**src/dmacc_consts.vh**
```
`ifndef DMACC_CONSTS_VH
`define DMACC_CONSTS_VH

// Channel count and register bus geometry.
`define DMACC_NCH 8
`define DMACC_AW 8
`define DMACC_CH_LSB 5
`define DMACC_REG_LSB 2

// Register index inside a channel window; byte offset is index times four.
`define DMACC_REG_CTRL 3'h0
`define DMACC_REG_REQ 3'h1
`define DMACC_REG_STA 3'h2
`define DMACC_REG_STB 3'h3
`define DMACC_REG_PAD 3'h4
`define DMACC_REG_CNT 3'h5
`define DMACC_REG_STAT 3'h6

// Reset value of every implemented channel register bit.
`define DMACC_RST16 16'h0000

// channel_control fields.
`define DMACC_CTRL_EN 15
`define DMACC_CTRL_SIZE 14
`define DMACC_CTRL_DIR 13
`define DMACC_CTRL_HALF 12
`define DMACC_CTRL_DUMMY_PERIPHERAL_WRITE 11
`define DMACC_CTRL_AM_HI 5
`define DMACC_CTRL_AM_LO 4
`define DMACC_CTRL_MODE_PP 1
`define DMACC_CTRL_MODE_ONE 0
`define DMACC_CTRL_MASK 16'hf833
`define DMACC_AM_INC 2'h0
`define DMACC_AM_FIX 2'h1
`define DMACC_AM_PIND 2'h2

// request_select fields.
`define DMACC_REQ_FORCE 15
`define DMACC_REQ_SEL_HI 6
`define DMACC_REQ_MASK 16'h007f

// transfer_count field.
`define DMACC_CNT_MASK 16'h03ff

// Address steps for post-increment.
`define DMACC_STEP_BYTE 16'h0001
`define DMACC_STEP_WORD 16'h0002

// AXI responses.
`define DMACC_RESP_OKAY 2'h0
`define DMACC_RESP_SLVERR 2'h2

`endif

```
**src/dmacc_top.v**
```verilog
// Contract
// - Eight channels, each with five 16-bit registers and a 10-bit count register.
// - Control bit 15 enables the channel to answer transfer requests.
// - Control bit 14 picks byte transfers when set, word transfers when clear.
// - Control bit 13 set moves RAM to peripheral, clear moves peripheral to RAM.
// - Control bit 12 raises the block interrupt at half block instead of end.
// - Control bit 11 adds a dummy peripheral write; software uses it only with direction 0.
// - Control bits 5-4 pick post-increment, fixed, or peripheral indirect addressing.
// - Control bits 1-0 pick continuous, one-shot, ping-pong continuous or ping-pong one-shot.
// - Control bits 10-6 and 3-2 ignore writes and read zero.
// - Writing 1 to request bit 15 starts one manual transfer.
// - Writing 0 leaves the force bit; hardware clears it after the transfer.
// - Request bits 6-0 pick one of 128 request lines; bits 14-7 read zero.
// - Primary base holds a 16-bit RAM start offset for primary blocks.
// - Secondary base holds a 16-bit RAM start offset for secondary blocks.
// - Peripheral target holds the 16-bit peripheral address of every transfer.
// - Count occupies bits 9-0, upper bits read zero; a block is count plus one transfers.
// - Each channel pulses its interrupt at block end or at half block.
// - Continuous modes reload the start address after each block and go on.
// - Ping-pong modes alternate primary and secondary start addresses per block.
// - One-shot modes stop after one block, or one block per buffer in ping-pong.
//
// The AXI4-Lite slave port and the register addresses are this design's own decisions.
`timescale 1ns/1ps
`include "dmacc_consts.vh"

module dmacc_top (
  input wire aclk,
  input wire aresetn,
  input wire [`DMACC_AW-1:0] s_axi_awaddr,
  input wire [2:0] s_axi_awprot,
  input wire s_axi_awvalid,
  output wire s_axi_awready,
  input wire [31:0] s_axi_wdata,
  input wire [3:0] s_axi_wstrb,
  input wire s_axi_wvalid,
  output wire s_axi_wready,
  output wire [1:0] s_axi_bresp,
  output wire s_axi_bvalid,
  input wire s_axi_bready,
  input wire [`DMACC_AW-1:0] s_axi_araddr,
  input wire [2:0] s_axi_arprot,
  input wire s_axi_arvalid,
  output wire s_axi_arready,
  output wire [31:0] s_axi_rdata,
  output wire [1:0] s_axi_rresp,
  output wire s_axi_rvalid,
  input wire s_axi_rready,
  input wire [127:0] peripheral_request_line,
  input wire [15:0] periph_indirect_offset,
  output wire xfer_valid,
  input wire xfer_ready,
  output wire [2:0] xfer_channel,
  output wire [15:0] xfer_ram_addr,
  output wire [15:0] xfer_periph_addr,
  output wire xfer_to_periph,
  output wire xfer_byte,
  output wire xfer_dummy_write,
  output wire [`DMACC_NCH-1:0] block_irq
);

  // Byte-lane merge of a bus write into a 16-bit register.
  function [15:0] wmerge;
    input [15:0] old;
    input [31:0] d;
    input [3:0] s;
    begin
      wmerge = {s[1] ? d[15:8] : old[15:8], s[0] ? d[7:0] : old[7:0]};
    end
  endfunction
  reg aw_full_q;
  reg [`DMACC_AW-1:0] awaddr_q;
  reg w_full_q;
  reg [31:0] wdata_q;
  reg [3:0] wstrb_q;
  reg bvalid_q;
  reg [1:0] bresp_q;
  reg rvalid_q;
  reg [1:0] rresp_q;
  reg [31:0] rdata_q;
  reg xfer_valid_q;
  reg [2:0] xfer_channel_q;
  reg [15:0] xfer_ram_addr_q;
  reg [15:0] xfer_periph_addr_q;
  reg xfer_to_periph_q;
  reg xfer_byte_q;
  reg xfer_dummy_q;
  wire wr_fire;
  wire [2:0] wr_ch;
  wire [2:0] wr_reg;
  wire [2:0] rd_reg;
  wire [2:0] rd_ch;
  wire [`DMACC_NCH-1:0] ch_pend;
  wire [`DMACC_NCH*16-1:0] ch_ram;
  wire [`DMACC_NCH*16-1:0] ch_pad;
  wire [`DMACC_NCH*3-1:0] ch_attr;
  wire [`DMACC_NCH*32-1:0] ch_rd;
  reg [2:0] gnt;
  reg gnt_any;
  integer i;
  assign s_axi_awready = ~aw_full_q;
  assign s_axi_wready = ~w_full_q;
  assign s_axi_bvalid = bvalid_q;
  assign s_axi_bresp = bresp_q;
  assign s_axi_arready = ~rvalid_q;
  assign s_axi_rvalid = rvalid_q;
  assign s_axi_rresp = rresp_q;
  assign s_axi_rdata = rdata_q;

  // A write is performed only once both halves are held and the previous
  // response has been accepted, so one write is under way at a time.
  assign wr_fire = aw_full_q & w_full_q & ~bvalid_q;
  assign wr_ch = awaddr_q[`DMACC_CH_LSB+2:`DMACC_CH_LSB];
  assign wr_reg = awaddr_q[`DMACC_REG_LSB+2:`DMACC_REG_LSB];
  assign rd_ch = s_axi_araddr[`DMACC_CH_LSB+2:`DMACC_CH_LSB];
  assign rd_reg = s_axi_araddr[`DMACC_REG_LSB+2:`DMACC_REG_LSB];

  always @(posedge aclk)
  begin
    if (!aresetn)
    begin
      aw_full_q <= 1'b0;
      awaddr_q <= {`DMACC_AW{1'b0}};
      w_full_q <= 1'b0;
      wdata_q <= 32'h00000000;
      wstrb_q <= 4'h0;
      bvalid_q <= 1'b0;
      bresp_q <= `DMACC_RESP_OKAY;
    end
    else
    begin
      if (s_axi_awvalid && !aw_full_q)
      begin
        aw_full_q <= 1'b1;
        awaddr_q <= s_axi_awaddr;
      end
      if (s_axi_wvalid && !w_full_q)
      begin
        w_full_q <= 1'b1;
        wdata_q <= s_axi_wdata;
        wstrb_q <= s_axi_wstrb;
      end
      if (wr_fire)
      begin
        aw_full_q <= 1'b0;
        w_full_q <= 1'b0;
        bvalid_q <= 1'b1;
        bresp_q <= (wr_reg > `DMACC_REG_STAT) ? `DMACC_RESP_SLVERR : `DMACC_RESP_OKAY;
      end
      else if (bvalid_q && s_axi_bready)
      begin
        bvalid_q <= 1'b0;
      end
    end
  end

  always @(posedge aclk)
  begin
    if (!aresetn)
    begin
      rvalid_q <= 1'b0;
      rresp_q <= `DMACC_RESP_OKAY;
      rdata_q <= 32'h00000000;
    end
    else if (s_axi_arvalid && !rvalid_q)
    begin
      rvalid_q <= 1'b1;
      rresp_q <= (rd_reg > `DMACC_REG_STAT) ? `DMACC_RESP_SLVERR : `DMACC_RESP_OKAY;
      rdata_q <= ch_rd[rd_ch*32 +: 32];
    end
    else if (rvalid_q && s_axi_rready)
    begin
      rvalid_q <= 1'b0;
    end
  end
  genvar gi;
  generate
    for (gi = 0; gi < `DMACC_NCH; gi = gi + 1)
    begin : g_ch
      reg [15:0] ctrl_q;
      reg [15:0] req_q;
      reg [15:0] sta_q;
      reg [15:0] stb_q;
      reg [15:0] pad_q;
      reg [15:0] cnt_q;
      reg [15:0] addr_q;
      reg [9:0] idx_q;
      reg pp_q;
      reg pend_q;
      reg trig_prev_q;
      reg irq_q;
      wire sel_w;
      wire trig_w;
      wire done_w;
      wire last_w;
      wire half_w;
      wire [1:0] addressing_select_w;
      wire [15:0] base_w;
      wire [15:0] step_w;
      wire [15:0] ctrl_d;
      wire [15:0] req_d;

      assign sel_w = wr_fire & (wr_ch == gi);
      assign trig_w = peripheral_request_line[req_q[`DMACC_REQ_SEL_HI:0]];
      assign done_w = xfer_valid_q & xfer_ready & (xfer_channel_q == gi);
      assign last_w = idx_q == cnt_q[9:0];
      assign half_w = idx_q == {1'b0, cnt_q[9:1]};
      assign addressing_select_w = ctrl_q[`DMACC_CTRL_AM_HI:`DMACC_CTRL_AM_LO];
      assign base_w = pp_q ? stb_q : sta_q;
      assign step_w = ctrl_q[`DMACC_CTRL_SIZE] ? `DMACC_STEP_BYTE : `DMACC_STEP_WORD;
      assign ctrl_d = wmerge(ctrl_q, wdata_q, wstrb_q) & `DMACC_CTRL_MASK;
      assign req_d = wmerge(req_q, wdata_q, wstrb_q) & `DMACC_REQ_MASK;

      // A forced transfer takes the place of automatic requests until it ends.
      assign ch_pend[gi] = ctrl_q[`DMACC_CTRL_EN] & (pend_q | req_q[`DMACC_REQ_FORCE]);
      assign ch_ram[gi*16 +: 16] = (addressing_select_w == `DMACC_AM_PIND) ?
                                   (base_w | periph_indirect_offset) : addr_q;
      assign ch_pad[gi*16 +: 16] = pad_q;
      // Dummy writes are only meaningful towards RAM, so they are gated by direction.
      assign ch_attr[gi*3 +: 3] = {ctrl_q[`DMACC_CTRL_DIR], ctrl_q[`DMACC_CTRL_SIZE],
                                   ctrl_q[`DMACC_CTRL_DUMMY_PERIPHERAL_WRITE] & ~ctrl_q[`DMACC_CTRL_DIR]};
      assign block_irq[gi] = irq_q;
      assign ch_rd[gi*32 +: 32] =
        (rd_reg == `DMACC_REG_CTRL) ? {16'h0000, ctrl_q} :
        (rd_reg == `DMACC_REG_REQ) ? {16'h0000, req_q} :
        (rd_reg == `DMACC_REG_STA) ? {16'h0000, sta_q} :
        (rd_reg == `DMACC_REG_STB) ? {16'h0000, stb_q} :
        (rd_reg == `DMACC_REG_PAD) ? {16'h0000, pad_q} :
        (rd_reg == `DMACC_REG_CNT) ? {16'h0000, cnt_q} :
        (rd_reg == `DMACC_REG_STAT) ? {6'h00, idx_q, 13'h0000, pp_q, pend_q, ch_pend[gi]} :
        32'h00000000;

      always @(posedge aclk)
      begin
        if (!aresetn)
        begin
          ctrl_q <= `DMACC_RST16;
          req_q <= `DMACC_RST16;
          sta_q <= `DMACC_RST16;
          stb_q <= `DMACC_RST16;
          pad_q <= `DMACC_RST16;
          cnt_q <= `DMACC_RST16;
          addr_q <= `DMACC_RST16;
          idx_q <= 10'h000;
          pp_q <= 1'b0;
          pend_q <= 1'b0;
          trig_prev_q <= 1'b0;
          irq_q <= 1'b0;
        end
        else
        begin
          trig_prev_q <= trig_w;
          irq_q <= 1'b0;
          if (done_w)
          begin
            pend_q <= 1'b0;
            req_q[`DMACC_REQ_FORCE] <= 1'b0;
            if (ctrl_q[`DMACC_CTRL_HALF] ? half_w : last_w)
            begin
              irq_q <= 1'b1;
            end
            if (last_w)
            begin
              idx_q <= 10'h000;
              if (ctrl_q[`DMACC_CTRL_MODE_PP])
              begin
                pp_q <= ~pp_q;
                addr_q <= pp_q ? sta_q : stb_q;
              end
              else
              begin
                addr_q <= sta_q;
              end
              if (ctrl_q[`DMACC_CTRL_MODE_ONE] & (~ctrl_q[`DMACC_CTRL_MODE_PP] | pp_q))
              begin
                ctrl_q[`DMACC_CTRL_EN] <= 1'b0;
              end
            end
            else
            begin
              idx_q <= idx_q + 10'h001;
              if (addressing_select_w == `DMACC_AM_INC)
              begin
                addr_q <= addr_q + step_w;
              end
            end
          end
          // A new request edge wins over the clear of the one just served.
          if (ctrl_q[`DMACC_CTRL_EN] && trig_w && !trig_prev_q && !req_q[`DMACC_REQ_FORCE])
          begin
            pend_q <= 1'b1;
          end
          if (sel_w)
          begin
            case (wr_reg)
              `DMACC_REG_CTRL:
              begin
                ctrl_q <= ctrl_d;
                // Enabling restarts the block from the primary buffer.
                if (ctrl_d[`DMACC_CTRL_EN] && !ctrl_q[`DMACC_CTRL_EN])
                begin
                  addr_q <= sta_q;
                  idx_q <= 10'h000;
                  pp_q <= 1'b0;
                  pend_q <= 1'b0;
                end
              end
              `DMACC_REG_REQ:
              begin
                req_q[`DMACC_REQ_SEL_HI:0] <= req_d[`DMACC_REQ_SEL_HI:0];
                if (wstrb_q[1] && wdata_q[`DMACC_REQ_FORCE])
                begin
                  req_q[`DMACC_REQ_FORCE] <= 1'b1;
                end
              end
              `DMACC_REG_STA:
              begin
                sta_q <= wmerge(sta_q, wdata_q, wstrb_q);
              end
              `DMACC_REG_STB:
              begin
                stb_q <= wmerge(stb_q, wdata_q, wstrb_q);
              end
              `DMACC_REG_PAD:
              begin
                pad_q <= wmerge(pad_q, wdata_q, wstrb_q);
              end
              `DMACC_REG_CNT:
              begin
                cnt_q <= wmerge(cnt_q, wdata_q, wstrb_q) & `DMACC_CNT_MASK;
              end
              default: ;
            endcase
          end
        end
      end
    end
  endgenerate

  // Fixed priority: the lowest numbered pending channel is served first.
  always @*
  begin
    gnt = 3'h0;
    gnt_any = 1'b0;
    for (i = `DMACC_NCH - 1; i >= 0; i = i - 1)
    begin
      if (ch_pend[i])
      begin
        gnt = i[2:0];
        gnt_any = 1'b1;
      end
    end
  end

  // One transfer is outstanding at a time; its attributes are captured when
  // it is issued so that register writes cannot disturb it in flight.
  always @(posedge aclk)
  begin
    if (!aresetn)
    begin
      xfer_valid_q <= 1'b0;
      xfer_channel_q <= 3'h0;
      xfer_ram_addr_q <= 16'h0000;
      xfer_periph_addr_q <= 16'h0000;
      xfer_to_periph_q <= 1'b0;
      xfer_byte_q <= 1'b0;
      xfer_dummy_q <= 1'b0;
    end
    else if (!xfer_valid_q)
    begin
      if (gnt_any)
      begin
        xfer_valid_q <= 1'b1;
        xfer_channel_q <= gnt;
        xfer_ram_addr_q <= ch_ram[gnt*16 +: 16];
        xfer_periph_addr_q <= ch_pad[gnt*16 +: 16];
        xfer_to_periph_q <= ch_attr[gnt*3 + 2];
        xfer_byte_q <= ch_attr[gnt*3 + 1];
        xfer_dummy_q <= ch_attr[gnt*3];
      end
    end
    else if (xfer_ready)
    begin
      xfer_valid_q <= 1'b0;
    end
  end

  assign xfer_valid = xfer_valid_q;
  assign xfer_channel = xfer_channel_q;
  assign xfer_ram_addr = xfer_ram_addr_q;
  assign xfer_periph_addr = xfer_periph_addr_q;
  assign xfer_to_periph = xfer_to_periph_q;
  assign xfer_byte = xfer_byte_q;
  assign xfer_dummy_write = xfer_dummy_q;

endmodule // dmacc_top

```
**config.mk**
```make
export PLATFORM = sky130hd
export DESIGN_NAME = dmacc_top
export DESIGN_NICKNAME = d
export VERILOG_FILES = /design/src/dmacc_top.v
export VERILOG_INCLUDE_DIRS = /design/src
export SDC_FILE = /design/constraint.sdc
export NUM_CORES = 2
export LEC_CHECK = 0
export BUFFER_PORTS_ARGS = -buffer_cell sky130_fd_sc_hd__buf_4
export CAP_MARGIN = 20
export CORE_AREA = 2 2 270 473
export CTS_CLUSTER_DIAMETER = 200
export DETAILED_ROUTE_END_ITERATION = 8
export DIE_AREA = 0 0 272 475
export GPL_TIMING_DRIVEN = 0
export PLACE_DENSITY = 0.67
export SYNTH_ARGS = -nofsm -noshare
export SYNTH_HDL_FRONTEND = slang
export SYNTH_SLANG_ARGS = --single-unit
```
**constraint.sdc**
```tcl
create_clock -name aclk -period 5.2 [get_ports aclk]
set_input_delay 0.78 -clock aclk [delete_from_list [all_inputs] [get_ports aclk]]
set_output_delay 0.78 -clock aclk [all_outputs]
set_load 0.005 [all_outputs]
```
==> reports/results.ini, run 1 <==
[status]
outcome=aborted with a tool error
lastStage=global routing
firstError=[ERROR GRT-0116] Global routing finished with congestion. Check the congestion regions in the DRC Viewer.

[synth]
synth-edff-count=0
synthAdderAreaFrac=0.01031
seq_area_frac_synth=0.3001
synth_top_family_by_area=multiplexers
syn_avg_cell_area_um2=8.411
ys_ff_latch=935
ys_types=89
async_flop_share=0
synth-compound-area-share=0.1713
synth_xor_area_frac=0.03294
netlist_instances=7416
yosys.area_share.simple=0.2094
ys.flop_type=dfxtp_1
yosys.area.top_type=dfxtp_1
synth_mux_area_frac=0.2223
synth.top_cell.area_share=0.3001
synthTopCellsByArea=dfxtp_1 30%, mux4_2 15%, a21oi_1 6.4%, nand2_1 6.4%, mux2i_1 5.8%
synth_area_um2=62370
yosysWarningCount=0

[die]
rows=172
die_y_um=475
start_util=0.4989
io_pins=298
fp.dieW_um=272

[cts]
htreeDepth=3
root_buffer=clkbuf_16
clock-sinks=935
cts.path.max_buffers=3
numCtsBuffers=93

[global_route]
grt_max_degree=21
grt_pass1_vias=83460
track_usage=0.8489
grt-ovfl-total=4482
grt_pass1_wl_um=795400

[placement]
place_inst=9442
dp_hpwl_um=372200
routabilityCongestion=1.358
port_buffers=257

## cells in the mapped netlist, drive strengths merged (33+ instances only)
cell,number
nand2,1061
ha,37
a2111oi,33
a22oi,50
a221oi,40
nand3,651
a21oi,798
o21ai,128
nor3,63
xnor2,114
and2,113
a31oi,38
dfxtp,935
nand4,59
clkbuf,574
o211ai,39
and3,55
o22ai,42
o221ai,113
inv,75
a311oi,46
or3,36
a211oi,155
buf,177
nor2,595
mux4,428
mux2,55
xor2,118
nor2b,73
mux2i,359
## cell families after synthesis
family / count (synthesis)
xor gates and xnor gates: 233
and+or+nand+nor: 2861
adders and majority gates: 46
AOI/OAI and AO/OA: 1669
buffers and inverters: 829
muxes: 842
other: 1
DFF: 935
## metrics by stage
stage	setup TNS, ns	hold WS [ns]	instance area (um2)	worst slack [ns]	util
CTS	0	0.2238	71430	0.02180	0.5713
detailed placement	-0.7578	0.4506	68090	-0.5489	0.5446
global placement	-27.61	0.4446	66400	-1.061	0.5310
floorplan	0	0.4416	62400	1.144	-
## repair_timing
action / 4_1_cts
pin swaps: 1
resized for setup: 1
setup endpoints to repair: 2
setup buffers: 2
hold buffers: 0
## metal layers
layer,global-route usage,GRT overflow
met3,0.6710,67
met4,0.9309,1419
met5,0.3707,10
met2,1.050,2952
met1,0.8004,34
==> run 2: changes to the inputs <==
--- a/config.mk
+++ b/config.mk
@@ -8,12 +8,11 @@
 export LEC_CHECK = 0
 export BUFFER_PORTS_ARGS = -buffer_cell sky130_fd_sc_hd__buf_4
 export CAP_MARGIN = 20
-export CORE_AREA = 2 2 270 473
-export CTS_CLUSTER_DIAMETER = 200
+export CORE_AREA = 2 2 426 428
 export DETAILED_ROUTE_END_ITERATION = 8
-export DIE_AREA = 0 0 272 475
+export DIE_AREA = 0 0 428 430
 export GPL_TIMING_DRIVEN = 0
-export PLACE_DENSITY = 0.67
+export PLACE_DENSITY_LB_ADDON = 0.15
 export SYNTH_ARGS = -nofsm -noshare
 export SYNTH_HDL_FRONTEND = slang
 export SYNTH_SLANG_ARGS = --single-unit
==> run 2 against run 1 <==
The flow now finishes, with violations (setup timing). Area after synthesis unchanged. Synthesized cell count unchanged.
==> reports/results.ini, run 2 <==
[cts]
cts.path.max_buffers=3  ; unchanged
insertion_delay_ns=0.83
clock-sinks=935  ; unchanged
htreeDepth=3  ; unchanged
root_buffer=clkbuf_16
cts_tree=built
path_clk_slew_ns=0.06
numCtsBuffers=118  ; +27%

[sta]
hold_viol_final=0
skew_ns=0.03913
relSlewSlack=0.05395
fin_crit_sh=1.053
fin_crit_ns=5.477
setup_viol=1
tightest_slew_ns=1.419
final_max_slew_viol_count=0
fmax_mhz=182.6
grt_setup_unrepaired=false
hold_slack_ns=0.1619
setup_slack_ns=-0.2770

[die]
die_y_um=430  ; -9.5%
rows=156  ; -9.3%
die_area_um2=184000
core-area_um2=179800
start_util=0.3470  ; -0.1519
io_pins=298  ; unchanged
fp.dieW_um=428  ; +57%

[placement]
dpl_worst_slack_ns=-1.106  ; -0.5575 ns
dp_hpwl_um=381100  ; +2.4%
port_buffers=257  ; unchanged
routabilityCongestion=1.123  ; -17%

[power]
p_leak_nw=25.13
max-vdd-ir-drop_mv=0.2777
power_mw=18.71
powerDensity_nw_per_um2=255.1

[setup_path]
r2r-start=g_ch[6].req_q[15]
path_cells=clkbuf_1, buf_2, buf_2, buf_2, clkbuf_1, nand3_1, o2111ai_1, nand3_1, a21oi_1
critical_path_arrival_ns=6.21
path_common_cell=buf_2
path_max_fanout=11
endpoint_kind=flop
startpoint_type=primary input
crit_path_top_delay_cell=clkbuf_1
max_stage_delay_ns=0.96
cp.required_ns=5.93
critical_path_class=primary input to flop
cp-startpoint=s_axi_araddr[5]

[synth]
netlist_instances=7416  ; unchanged
synth.top_cell.area_share=0.3001  ; unchanged
ys_ff_latch=935  ; unchanged
synthTopCellsByArea=dfxtp_1 30%, mux4_2 15%, a21oi_1 6.4%, nand2_1 6.4%, mux2i_1 5.8%
syn_avg_cell_area_um2=8.411  ; unchanged
synth-edff-count=0  ; unchanged
yosysWarningCount=0  ; unchanged
ys.flop_type=dfxtp_1
synth_area_um2=62370  ; unchanged
ys_top_cells_by_count=1061 x nand2_1, 935 x dfxtp_1, 798 x a21oi_1
async_flop_share=0  ; unchanged
ys_types=89  ; unchanged
synth_most_common_cell=nand2_1
seq_area_frac_synth=0.3001  ; unchanged
yosys.area.top_type=dfxtp_1

[cells_and_area]
final_common_cell=nand2_1
area_growth_pct=17.61
fin_nets=8157
num-fill-cells=18540
final_cell_mix=1061 x nand2_1, 931 x dfxtp_1, 798 x a21oi_1
drive_gt1_frac=0.1545
finish.utilization=0.4081

[routing]
vias_per_cell=6.998
wirelength_um=476600
ant_nets=0
post_drt_wl_per_cell_um=45.75
drc=0
drt_iter0_drc=13050
vias=72910
firstDrtPassIters=7

[hold_path]
worstHoldStart=s_axi_rready
min_path_type=primary input to flop

[global_route]
grt-ovfl-total=0
track_usage=0.5002
grt_pass1_vias=65350
grt_pass1_wl_um=618000
antenna_found_initial=70
grt_max_degree=22

[status]
outcome=finished, violations left
failed_checks=setup timing

[job]
maxCapViolations=0

-- run 2: cell counts after synthesis --
No cell type changed its count.
-- run 2: kinds of logic after synthesis --
group           after synthesis  share of synthesized area
compound gates             1669                     0.1713
xor+xnor                    233                    0.03294
fa+ha+maj                    46                    0.01031
buf+inv                     829                    0.05358
flops                       935                     0.3001
mux                         842                     0.2223
other cells                   1                 0.00006012
simple gates               2861                     0.2094
-- run 2: path summary, 6_finish.rpt --
path / to / slack, ns / depth (start not counted)
max: s_axi_rdata[3] / -0.28 / 9
min: s_axi_rvalid / 0.16 / 2
max reg2reg: xfer_to_periph / 0 / 12
min reg2reg: s_axi_rdata[3] / 0.46 / 2
-- run 2: cell type report --
cell class | count | area (um2) | share of cell area
inverters | 78 | 295.3 | 0.004025
diodes | 48 | 120.1 | 0.001637
plain buffers | 749 | 3092 | 0.04215
repair buffers | 360 | 3508 | 0.04783
well taps | 2370 | 2965 | 0.04042
multi-input cells | 5659 | 40410 | 0.5509
clock inverters | 55 | 864.6 | 0.01179
clock buffers | 164 | 3378 | 0.04605
flip-flops and latches | 935 | 18720 | 0.2552
-- run 2: through the flow --
step                instances  setup TNS, ns  instance area, um2
floorplan                7423              0               62400
global placement        10050         -10.38               67300
detailed placement      10140         -3.825               68680
CTS                     10350        -0.1952               72950
global route            10380              0               73250
finish                  10420        -0.2770               73360
-- run 2: where the power goes --
part | internal (mW) | leakage, nW | switching (mW)
Combinational | 0.560 | 15.5 | 1.54
Sequential | 7.19 | 7.54 | 0.0472
Clock | 5.52 | 2.09 | 3.86
-- run 2: what timing repair did --
action                                 CTS  global route
buffers inserted                         0             1
endpoints found under the hold margin    0             0
gates resized for setup                 14            11
setup endpoints to repair                7             3
pin swaps                                0             2
hold buffers                             0             0
gates cloned                             0             0
-- run 2: layer usage --
metal  routed length [um]  up-vias  GRT usage  share of wire
li1                     -    28340          -              -
met1               173200    36150     0.6090           0.36
met2               187800     6580     0.6839           0.39
met3                64090     1815     0.1825           0.13
met4                51390       20     0.4516           0.11
met5                  140        -   0.009107        0.00029
-- run 2: worst max-delay path: cells and delay by family --
| family | cells | cell delay (ns) |
|---|---|---|
| buffers and inverters | 5 | 3.93 |
| and+or+nand+nor | 2 | 0.79 |
| AOI/OAI and AO/OA | 2 | 0.62 |
No activity file was read; power rests on OpenSTA's default activity.
